### config.mk
export PLATFORM = sky130hd
export DESIGN_NAME = ccb_top
export DESIGN_NICKNAME = d
export VERILOG_FILES = /design/src/ccb_pkg.sv /design/src/ccb_top.sv /design/src/ccb_channel.sv
export SDC_FILE = /design/constraint.sdc
export NUM_CORES = 2
export LEC_CHECK = 0
export BUFFER_PORTS_ARGS = -buffer_cell sky130_fd_sc_hd__buf_2
export CAP_MARGIN = 0
export CORE_ASPECT_RATIO = 0.75
export CORE_UTILIZATION = 35
export DETAILED_ROUTE_END_ITERATION = 6
export PLACE_DENSITY = 0.57
export SYNTH_ARGS = -nofsm -noshare
export SYNTH_HDL_FRONTEND = slang
export SYNTH_SLANG_ARGS = --single-unit
### constraint.sdc
create_clock -name core_clk -period 4.1 [get_ports core_clk]
set_input_delay 0.82 -clock core_clk [delete_from_list [all_inputs] [get_ports core_clk]]
set_output_delay 0.82 -clock core_clk [all_outputs]
set_load 0.01 [all_outputs]
### src/ccb_pkg.sv
// Shared constants and types of the contact chatter blocker.
// Assumes a single 250 MHz core clock and a 32-bit APB register port.
package ccb_pkg;

  // Clock rate and the tick lengths that the interval timers count in.
  localparam int unsigned CLK_HZ      = 250_000_000;
  localparam int unsigned TICK_S      = 1;               // One timer tick, in seconds.
  localparam int unsigned CYC_PER_SEC = CLK_HZ * TICK_S;  // Cycles per second tick.
  localparam int unsigned MIN_S       = 60;              // Seconds per minute tick.

  // Test count value that means the tests never run out.
  localparam logic [7:0] TESTS_INF = 8'hFF;

  // Register byte offsets.
  localparam logic [7:0] REG_CFG      = 8'h00;
  localparam logic [7:0] REG_INIT_T   = 8'h04;
  localparam logic [7:0] REG_IDLE_T   = 8'h08;
  localparam logic [7:0] REG_SUB_T    = 8'h0C;
  localparam logic [7:0] REG_CHAN_EN  = 8'h10;
  localparam logic [7:0] REG_DBL_MASK = 8'h14;
  localparam logic [7:0] REG_BLOCKED  = 8'h18;
  localparam logic [7:0] REG_FINAL    = 8'h1C;
  localparam logic [7:0] REG_RAW      = 8'h20;
  localparam logic [7:0] REG_INT_STAT = 8'h24;
  localparam logic [7:0] REG_INT_CLR  = 8'h28;
  localparam logic [7:0] REG_INT_EN   = 8'h2C;

  // Field positions of the configuration word.
  localparam int unsigned CFG_PERMIT_LSB = 0;
  localparam int unsigned CFG_TESTS_LSB  = 8;

  // Reset values; a zero permit count leaves the filter off.
  localparam logic [31:0] RST_CFG  = 32'h0000_0000;
  localparam logic [15:0] RST_TIME = 16'h0000;

  // Common monitoring criteria shared by every input.
  typedef struct packed {
    logic [7:0]  permit;   // Permissible state changes.
    logic [7:0]  tests;    // Number of chatter tests.
    logic [15:0] initSec;  // Initial test time, seconds.
    logic [15:0] idleMin;  // Idle time, minutes.
    logic [15:0] subSec;   // Subsequent test time, seconds.
  } ccb_cfg_t;

  // States of one input channel.
  typedef enum logic [2:0] {CH_WAIT, CH_INIT, CH_IDLE, CH_SUB, CH_FINAL} ccb_ch_state_t;

  // Whole state of one input channel.
  typedef struct packed {
    ccb_ch_state_t st;
    logic          prev;     // Level seen last cycle.
    logic          held;     // Level substituted while blocked.
    logic [15:0]   timer;    // Ticks left in the running interval.
    logic [7:0]    changes;  // State changes seen in the test interval.
    logic [7:0]    used;     // Failed subsequent tests so far.
    logic          blockEv;  // One-cycle pulse on blocking.
    logic          relEv;    // One-cycle pulse on release.
  } ccb_ch_t;

endpackage : ccb_pkg

### src/ccb_top.sv
// Contact chatter blocker for the binary inputs, with its APB register port.
// Assumes raw contact levels arriving asynchronously on binIn.
//
// Operation
// Block input when changes exceed permitted count.
// Zero permitted changes disables chatter blocking.
// Initial test starts at first activation.
// Exceeding starts idle minutes, input stays blocked.
// After idle, subsequent test counts changes again.
// Clean retest releases; else retry, finally block.
// Infinite test count never blocks finally.
// Idle and retest only with nonzero tests.
// Common criteria, per-input enable.
// Blocked input gets qualifier plus global flag.
// Single point holds its pre-block level.
// Double point shows intermediate while chattering.
// Protection indications always bypass the filter; a blocked double-point partner still forces them to 00.
// Shared tick prescaler, per-input interval counters.
`timescale 1ns/1ps
module ccb_top #(
  parameter int unsigned NUM_INPUTS     = 8,
  parameter int unsigned CYCLES_PER_SEC = ccb_pkg::CYC_PER_SEC,
  parameter logic [15:0] PROTECT_MASK   = 16'h0000
) (
  // Clock and reset.
  input  wire logic                    core_clk,
  input  wire logic                    arst_n,
  // APB register port.
  input  wire logic [7:0]              paddr,
  input  wire logic                    psel,
  input  wire logic                    penable,
  input  wire logic                    pwrite,
  input  wire logic [31:0]             pwdata,
  output logic      [31:0]             prdata,
  output logic                         pready,
  output logic                         pslverr,
  // Field contacts.
  input  wire logic [NUM_INPUTS-1:0]   binIn,
  // Filtered indications.
  output logic      [NUM_INPUTS-1:0]   indication,
  output logic      [NUM_INPUTS-1:0]   chatterBlockQualifier,
  output logic                         chatterFilterActive,
  output logic                         irq
);

  localparam int unsigned N = NUM_INPUTS;
  localparam int unsigned P = NUM_INPUTS / 2;

  // The pairing of double points and the two interrupt halves need an even count up to 16.
  if (N < 2 || N > 16 || (N % 2) != 0) begin : g_bad_n
    $error("NUM_INPUTS must be even and between 2 and 16");
  end
  if (CYCLES_PER_SEC < 2) begin : g_bad_c
    $error("CYCLES_PER_SEC must be at least 2");
  end

  // Whole registered state of the top level.
  typedef struct packed {
    logic [N-1:0]      sync1;      // First synchroniser stage.
    logic [N-1:0]      sync2;      // Second synchroniser stage.
    ccb_pkg::ccb_cfg_t cfg;        // Common monitoring criteria.
    logic [N-1:0]      chanEn;     // Per-input suppression enable.
    logic [P-1:0]      dblMask;    // Pairs that form double points.
    logic [2*N-1:0]    intStat;    // Sticky events: blocks low, releases high.
    logic [2*N-1:0]    intEn;      // Interrupt enables.
    logic [31:0]       secCnt;     // Cycle count within one second.
    logic [5:0]        minCnt;     // Second count within one minute.
    logic              secTick;    // One-cycle second pulse.
    logic              minTick;    // One-cycle minute pulse.
    logic [N-1:0]      ind;        // Indication outputs.
    logic [N-1:0]      qual;       // Chatter qualifiers.
    logic              filterAct;  // Global chatter flag.
    logic              irq;        // Interrupt line.
    logic              pready;     // APB ready.
    logic              pslverr;    // APB error.
    logic [31:0]       prdata;     // APB read data.
  } ccb_top_st_t;

  ccb_top_st_t  r;        // Registered state.
  ccb_top_st_t  next_r;   // Next state.
  logic [N-1:0] blk;      // Channel blocked flags.
  logic [N-1:0] fin;      // Channel final block flags.
  logic [N-1:0] held;     // Channel substituted levels.
  logic [N-1:0] blkEv;    // Channel block pulses.
  logic [N-1:0] relEv;    // Channel release pulses.
  logic [N-1:0] chanOn;   // Effective per-channel enable.
  logic [31:0]  rdMux;    // Read data before registering.
  logic         mapped;   // Address hits a register.
  logic         wrDone;   // Write takes effect this edge.

  // Protection channels can never be blocked, whatever software writes to the channel enables.
  assign chanOn = r.chanEn & ~PROTECT_MASK[N-1:0];

  // One channel per input, all sharing the same criteria and ticks.
  for (genvar i = 0; i < N; i++) begin : g_ch
    ccb_channel u_ch (
      .core_clk (core_clk),
      .arst_n   (arst_n),
      .level    (r.sync2[i]),
      .secTick  (r.secTick),
      .minTick  (r.minTick),
      .enable   (chanOn[i]),
      .cfg      (r.cfg),
      .blocked  (blk[i]),
      .finalBlk (fin[i]),
      .held     (held[i]),
      .blockEv  (blkEv[i]),
      .relEv    (relEv[i])
    );
  end

  // Address decode and read data selection.
  always_comb begin
    mapped = 1'b1;
    rdMux  = 32'h0000_0000;
    case (paddr)
      ccb_pkg::REG_CFG: begin
        rdMux[ccb_pkg::CFG_PERMIT_LSB +: 8] = r.cfg.permit;
        rdMux[ccb_pkg::CFG_TESTS_LSB +: 8]  = r.cfg.tests;
      end
      ccb_pkg::REG_INIT_T:   rdMux[15:0]    = r.cfg.initSec;
      ccb_pkg::REG_IDLE_T:   rdMux[15:0]    = r.cfg.idleMin;
      ccb_pkg::REG_SUB_T:    rdMux[15:0]    = r.cfg.subSec;
      ccb_pkg::REG_CHAN_EN:  rdMux[N-1:0]   = r.chanEn;
      ccb_pkg::REG_DBL_MASK: rdMux[P-1:0]   = r.dblMask;
      ccb_pkg::REG_BLOCKED:  rdMux[N-1:0]   = blk;
      ccb_pkg::REG_FINAL:    rdMux[N-1:0]   = fin;
      ccb_pkg::REG_RAW:      rdMux[N-1:0]   = r.sync2;
      ccb_pkg::REG_INT_STAT: rdMux[2*N-1:0] = r.intStat;
      ccb_pkg::REG_INT_CLR:  rdMux          = 32'h0000_0000;  // Write-only, reads zero.
      ccb_pkg::REG_INT_EN:   rdMux[2*N-1:0] = r.intEn;
      default:               mapped         = 1'b0;
    endcase
  end

  // Next-state logic of the whole top level.
  always_comb begin
    next_r       = r;
    wrDone       = psel && penable && r.pready && pwrite && mapped;
    // Contacts are asynchronous; only the second stage is read further on.
    next_r.sync1 = binIn;
    next_r.sync2 = r.sync1;

    // Shared prescaler: a second pulse, and a minute pulse every sixty of them.
    next_r.secTick = 1'b0;
    next_r.minTick = 1'b0;
    if (r.secCnt >= CYCLES_PER_SEC - 1) begin
      next_r.secCnt  = 32'h0000_0000;
      next_r.secTick = 1'b1;
      if (r.minCnt >= 6'(ccb_pkg::MIN_S - 1)) begin
        next_r.minCnt  = 6'h00;
        next_r.minTick = 1'b1;
      end else begin
        next_r.minCnt = r.minCnt + 6'h01;
      end
    end else begin
      next_r.secCnt = r.secCnt + 32'h0000_0001;
    end

    // APB: ready one cycle after setup, so every access has no wait state.
    next_r.pready  = psel && !penable && !r.pready;
    next_r.pslverr = psel && !penable && !r.pready && !mapped;
    next_r.prdata  = (psel && !penable) ? rdMux : 32'h0000_0000;

    if (wrDone) begin
      case (paddr)
        ccb_pkg::REG_CFG: begin
          next_r.cfg.permit = pwdata[ccb_pkg::CFG_PERMIT_LSB +: 8];
          next_r.cfg.tests  = pwdata[ccb_pkg::CFG_TESTS_LSB +: 8];
        end
        ccb_pkg::REG_INIT_T:   next_r.cfg.initSec = pwdata[15:0];
        ccb_pkg::REG_IDLE_T:   next_r.cfg.idleMin = pwdata[15:0];
        ccb_pkg::REG_SUB_T:    next_r.cfg.subSec  = pwdata[15:0];
        ccb_pkg::REG_CHAN_EN:  next_r.chanEn      = pwdata[N-1:0];
        ccb_pkg::REG_DBL_MASK: next_r.dblMask     = pwdata[P-1:0];
        ccb_pkg::REG_INT_CLR:  next_r.intStat     = r.intStat & ~pwdata[2*N-1:0];
        ccb_pkg::REG_INT_EN:   next_r.intEn       = pwdata[2*N-1:0];
        default:               next_r.intEn       = r.intEn;  // Read-only registers ignore writes.
      endcase
    end
    // New events are merged after the clear so that a set always wins.
    next_r.intStat = next_r.intStat | {relEv, blkEv};
    next_r.irq     = |(next_r.intStat & next_r.intEn);

    // Substituted indications: held level while blocked, otherwise the live level.
    for (int i = 0; i < N; i++) begin
      next_r.ind[i] = blk[i] ? held[i] : r.sync2[i];
    end
    // A chattering double point shows the intermediate position on both bits.
    for (int p = 0; p < P; p++) begin
      if (r.dblMask[p] && (blk[2*p] || blk[2*p+1])) begin
        next_r.ind[2*p]   = 1'b0;
        next_r.ind[2*p+1] = 1'b0;
      end
    end
    next_r.qual      = blk;
    next_r.filterAct = |blk;
  end

  // State register; the filter starts switched off.
  always_ff @(posedge core_clk or negedge arst_n) begin
    if (!arst_n) begin
      r                <= '0;
      r.cfg.permit     <= ccb_pkg::RST_CFG[ccb_pkg::CFG_PERMIT_LSB +: 8];
      r.cfg.tests      <= ccb_pkg::RST_CFG[ccb_pkg::CFG_TESTS_LSB +: 8];
      r.cfg.initSec    <= ccb_pkg::RST_TIME;
      r.cfg.idleMin    <= ccb_pkg::RST_TIME;
      r.cfg.subSec     <= ccb_pkg::RST_TIME;
    end else begin
      r <= next_r;
    end
  end

  // All outputs come straight from the state register.
  assign prdata                = r.prdata;
  assign pready                = r.pready;
  assign pslverr               = r.pslverr;
  assign indication            = r.ind;
  assign chatterBlockQualifier = r.qual;
  assign chatterFilterActive   = r.filterAct;
  assign irq                   = r.irq;

  // Every pair is watched, so whichever pair software marks as a double point is covered.
  for (genvar p = 0; p < P; p++) begin : g_mid

  end
endmodule : ccb_top

### src/ccb_channel.sv
// One input channel of the chatter blocker: counts changes, runs the test
// and idle intervals and decides blocking. Assumes a synchronised level.
`timescale 1ns/1ps
module ccb_channel (
  // Clock and reset.
  input  wire logic             core_clk,
  input  wire logic             arst_n,
  // Timing and configuration.
  input  wire logic             level,
  input  wire logic             secTick,
  input  wire logic             minTick,
  input  wire logic             enable,
  input  wire ccb_pkg::ccb_cfg_t cfg,
  // Results.
  output logic                  blocked,
  output logic                  finalBlk,
  output logic                  held,
  output logic                  blockEv,
  output logic                  relEv
);

  ccb_pkg::ccb_ch_t r;       // Registered channel state.
  ccb_pkg::ccb_ch_t next_r;  // Next channel state.
  logic             edgeSeen;  // Level changed this cycle.
  logic [8:0]       cnt;       // Change count including this cycle.
  logic             exceed;    // Count has gone over the limit.
  logic             active;    // Filter switched on for this input.

  // Decision logic of the channel.
  always_comb begin
    next_r         = r;
    next_r.prev    = level;
    next_r.blockEv = 1'b0;
    next_r.relEv   = 1'b0;
    edgeSeen       = level != r.prev;
    cnt            = {1'b0, r.changes} + {8'h00, edgeSeen};
    exceed         = edgeSeen && (cnt > {1'b0, cfg.permit});
    active         = enable && (cfg.permit != 8'h00);
    case (r.st)
      ccb_pkg::CH_WAIT: begin
        // The first activation opens the initial test interval.
        if (edgeSeen && level) begin
          next_r.st      = ccb_pkg::CH_INIT;
          next_r.timer   = cfg.initSec;
          next_r.changes = 8'h01;
        end
      end
      ccb_pkg::CH_INIT: begin
        if (exceed) begin
          next_r.held    = r.prev;
          next_r.blockEv = 1'b1;
          next_r.used    = 8'h00;
          next_r.timer   = cfg.idleMin;
          // Without any chatter tests there is no idle or retest phase.
          next_r.st      = (cfg.tests == 8'h00) ? ccb_pkg::CH_FINAL : ccb_pkg::CH_IDLE;
        end else begin
          if (edgeSeen) begin
            next_r.changes = cnt[7:0];
          end
          if (secTick) begin
            next_r.timer = r.timer - 16'h0001;
            if (r.timer <= 16'h0001) begin
              next_r.st = ccb_pkg::CH_WAIT;
            end
          end
        end
      end
      ccb_pkg::CH_IDLE: begin
        // Input stays blocked until the idle minutes run out.
        if (minTick) begin
          next_r.timer = r.timer - 16'h0001;
          if (r.timer <= 16'h0001) begin
            next_r.st      = ccb_pkg::CH_SUB;
            next_r.timer   = cfg.subSec;
            next_r.changes = 8'h00;
          end
        end
      end
      ccb_pkg::CH_SUB: begin
        if (exceed) begin
          next_r.used  = r.used + 8'h01;
          next_r.timer = cfg.idleMin;
          // An infinite test count never ends in a final block.
          if (cfg.tests != ccb_pkg::TESTS_INF && (r.used + 8'h01) >= cfg.tests) begin
            next_r.st = ccb_pkg::CH_FINAL;
          end else begin
            next_r.st = ccb_pkg::CH_IDLE;
          end
        end else begin
          if (edgeSeen) begin
            next_r.changes = cnt[7:0];
          end
          if (secTick) begin
            next_r.timer = r.timer - 16'h0001;
            if (r.timer <= 16'h0001) begin
              next_r.st    = ccb_pkg::CH_WAIT;
              next_r.relEv = 1'b1;
            end
          end
        end
      end
      ccb_pkg::CH_FINAL: begin
        next_r.st = ccb_pkg::CH_FINAL;
      end
      default: begin
        next_r.st = ccb_pkg::CH_WAIT;
      end
    endcase
    // Switching the filter off releases the input at once.
    if (!active) begin
      next_r.st    = ccb_pkg::CH_WAIT;
      next_r.relEv = (r.st == ccb_pkg::CH_IDLE) || (r.st == ccb_pkg::CH_SUB) || (r.st == ccb_pkg::CH_FINAL);
    end
  end

  // State register.
  always_ff @(posedge core_clk or negedge arst_n) begin
    if (!arst_n) begin
      r <= '{st: ccb_pkg::CH_WAIT, default: '0};
    end else begin
      r <= next_r;
    end
  end

  assign blocked  = (r.st == ccb_pkg::CH_IDLE) || (r.st == ccb_pkg::CH_SUB) || (r.st == ccb_pkg::CH_FINAL);
  assign finalBlk = r.st == ccb_pkg::CH_FINAL;
  assign held     = r.held;
  assign blockEv  = r.blockEv;
  assign relEv    = r.relEv;
endmodule : ccb_channel

==> flow_summary.yaml <==
critical_path:
  cp.arrival_ns: 4.42
  start_kind: "register"
  worstSetupStartpoint: "g_ch[2].u_ch.r[35]$_DFF_PN0_"
  crit_type: "register to register"
  endpoint_kind: "register"
  crit_path_max_fanout: 11
  worstReg2RegStart: "g_ch[2].u_ch.r[35]$_DFF_PN0_"
  cp.required_ns: 4.62
sta:
  clock_skew_ns: 0.0445
  tightest_slew_ns: 1.27
  setup_violations: 0
  min_period_ns: 3.90
  clock.fmax_mhz: 256
  worst_slack_ns: 0.200
  finalHoldViolCount: 0
  rsz0062_at_grt: "true"
  maxSlewHeadroom_pct: 14.9
  drv_slew: 0
  post-route-period-util_pct: 95.1
yosys:
  synth_mux_area_share_pct: 4.84
  netlist_area_um2: 32100
  syn_avg_cell_area_um2: 9.03
  synthAdderAreaFrac_pct: 6.96
  async_flop_share_pct: 100
  synth_top_family_by_area: "compound AO/OA/AOI/OAI gates"
  yosys.area_share.simple_pct: 17.5
  ys_seq_area_share_pct: 39.9
  synth_edf_count: 0
  synth-xor-area-share_pct: 3.30
  postSynthCellCount: 3559
  yosysWarnings: 0
  synth-compound-area-share_pct: 22.0
  synth_ff_type: "dfrtp_1"
  ys_ff_latch: 512
  ys_types: 93
placed_design:
  port_buffers: 72
  pre_cts_slack_ns: -0.0124
  placedInstanceArea_um2: 34200
  gp_congestion: 0.952
  dp_cells: 4754
  place_hpwl_mm: 83.9
floorplan:
  num_rows: 95
  num_io_pins: 105
  die_w_um: 352
  core_area_um2: 90200
  chipHeight_um: 264
  die_area_um2: 93000
  start_util_pct: 35.6
finish:
  fillers: 8893
  drive_gt1_share_pct: 14.2
  seq_area_um2: 12800
  multiInputGateArea_um2: 17900
  mostFrequentLayoutCells: "dfrtp_1 (511), nand2_1 (404), o21ai_0 (272), nor2_1 (233), ha_1 (168)"
  mostFrequentLayoutCell: "dfrtp_1"
  final_cell_count_no_fill: 4868
  design_area_um2: 36500
  area_growth_pct: 13.5
  fin_nets: 3836
detailed_routing:
  via_count: 28864
  drtIter0Drc: 3681
  ant_nets: 0
  wirelength_mm: 119
  viasPerCell: 5.93
  first_pass_iters: 7
  wl_per_cell_um: 24.4
  drc: 4
clock_tree:
  clockBufferDepth: 3
  clkSinkCount: 512
  clock_latency_ns: 0.67
  hold_buffers: 0
  cts_buffers: 54
  path_clk_slew_ns: 0.06
  cts_root_buf: "clkbuf_16"
  cts_max_level: 2
  cts_tree: "done"
job:
  maxCapViolCount: 0
status:
  violations: "DRC"
  status: "complete, but fails checks"
grt:
  antenna_found_initial: 8
  grt_max_degree: 100
  overflow: 0
  grt_usage_pct: 25.3
  grt_pass1_vias: 26846
  grt_first_pass_wirelength_mm: 176
pwr:
  power.leakage_nw: 16.9
  vdd_drop_max_v: 0.000318
  power_density_nw_per_um2: 319
min_path:
  hold_class: "input pin to asynchronous set/reset pin"
==> synth_stat cells, drive strengths merged (72+ instances only) <==
cell type / count / area, um2
dfrtp: 512 / 12800
nand2: 406 / 1530
o21ai: 277 / 1390
nor2: 238 / 912
clkbuf: 182 / 684
ha: 178 / 2230
inv: 149 / 559
nand3: 139 / 696
a21oi: 123 / 631
a22o: 95 / 832
mux2: 91 / 1020
nor3: 86 / 450
buf: 78 / 517
xnor2: 72 / 631
==> layout make-up <==
class / instances / share of cell area, %
clock buffers: 64 / 3.98
well taps: 1212 / 4.16
diodes: 7 / 0.0480
repair buffers: 231 / 4.70
clock inverters: 36 / 1.39
inverters: 150 / 1.54
flip-flops and latches: 512 / 35.1
multi-input cells: 2656 / 49.1
==> sequential cells by signal, indices dropped and copies added, names as in the netlist, 8 cells and up <==
signal,count
g_ch.u_ch.r,288
r,148
prdata,16
chanOn,8
chatterBlockQualifier,8
g_ch.u_ch.blockEv,8
g_ch.u_ch.held,8
g_ch.u_ch.relEv,8
indication,8
next_r,8
==> critical path, stage by stage, from the launching register on <==
cell and delay (ns):
dfrtp_1 0.38, inv_1 0.10, ha_4 0.22, inv_1 0.09, ha_2 0.19, and3_4 0.18
and3_4 0.20, nand3_1 0.09, xnor2_1 0.15, ha_1 0.31, nand4_1 0.12, a211oi_2 0.28
nor3_1 0.09, a21boi_1 0.17, buf_6 0.18, a222oi_1 0.69, o211ai_1 0.16, a21boi_0 0.17
==> what timing repair did <==
item	4_1_cts	5_1_grt
pin swaps	0	10
setup endpoints to repair	7	143
setup buffers	0	7
resized for setup	2	48
gates cloned	0	0
==> per-stage QoR <==
| step | total power, mW | TNS (ns) | hold WS, ns | utilization, % |
|---|---|---|---|---|
| 2_1_floorplan | 5.80 | 0 | 0.331 | - |
| 3_3_place_gp | 6.14 | -0.00561 | 0.335 | 37.9 |
| 3_5_place_dp | 6.14 | -0.0137 | 0.337 | 37.9 |
| 4_1_cts | 11.7 | 0 | 0.243 | 40.1 |
| 5_1_grt | 12.0 | -0.149 | 0.254 | 40.4 |
| 6_report | 11.6 | 0 | 0.216 | 40.4 |
==> worst paths after layout <==
| path | end | slack [ns] | cells after the start |
|---|---|---|---|
| max reg2reg | g_ch[2].u_ch.r[19]$_DFFE_PN0P_ | 0.20 | 17 |
| max | g_ch[2].u_ch.r[19]$_DFFE_PN0P_ | 0.20 | 17 |
| min | g_ch[7].u_ch.r[9]$_DFFE_PN0P_ | 0.22 | 1 |
| min reg2reg | r[204]$_DFF_PN0_ | 0.35 | 0 |
| max in group asynchronous | g_ch[5].u_ch.r[23]$_DFFE_PN0P_ | 2.90 | 2 |
| min in group core_clk | next_r[202]$_DFF_PN0_ | 0.28 | 1 |
==> power breakdown <==
part	switching (mW)	leakage, nW	internal (mW)
Sequential	0.0705	6.89	5.12
Combinational	0.577	9.05	0.304
Clock	2.32	0.948	3.23
==> layer usage <==
layer  up-vias  share of wire, %  GRT usage [%]
met5         -             0.010              0
met2      1509                41           35.7
met1     13912                43           36.2
met4         2               4.2           10.1
li1      13159                 -              -
met3       282                11           6.76
==> logic make-up (layout without fill, tap and decap cells) <==
group	count (synthesis)	count (layout)
other cells	1	27
flops	512	512
fa+ha+maj	179	179
simple gates	1180	1180
xor+xnor	121	121
compound gates	1012	1012
buf+inv	410	481
mux	144	144
(Power assumes the default switching activity.)
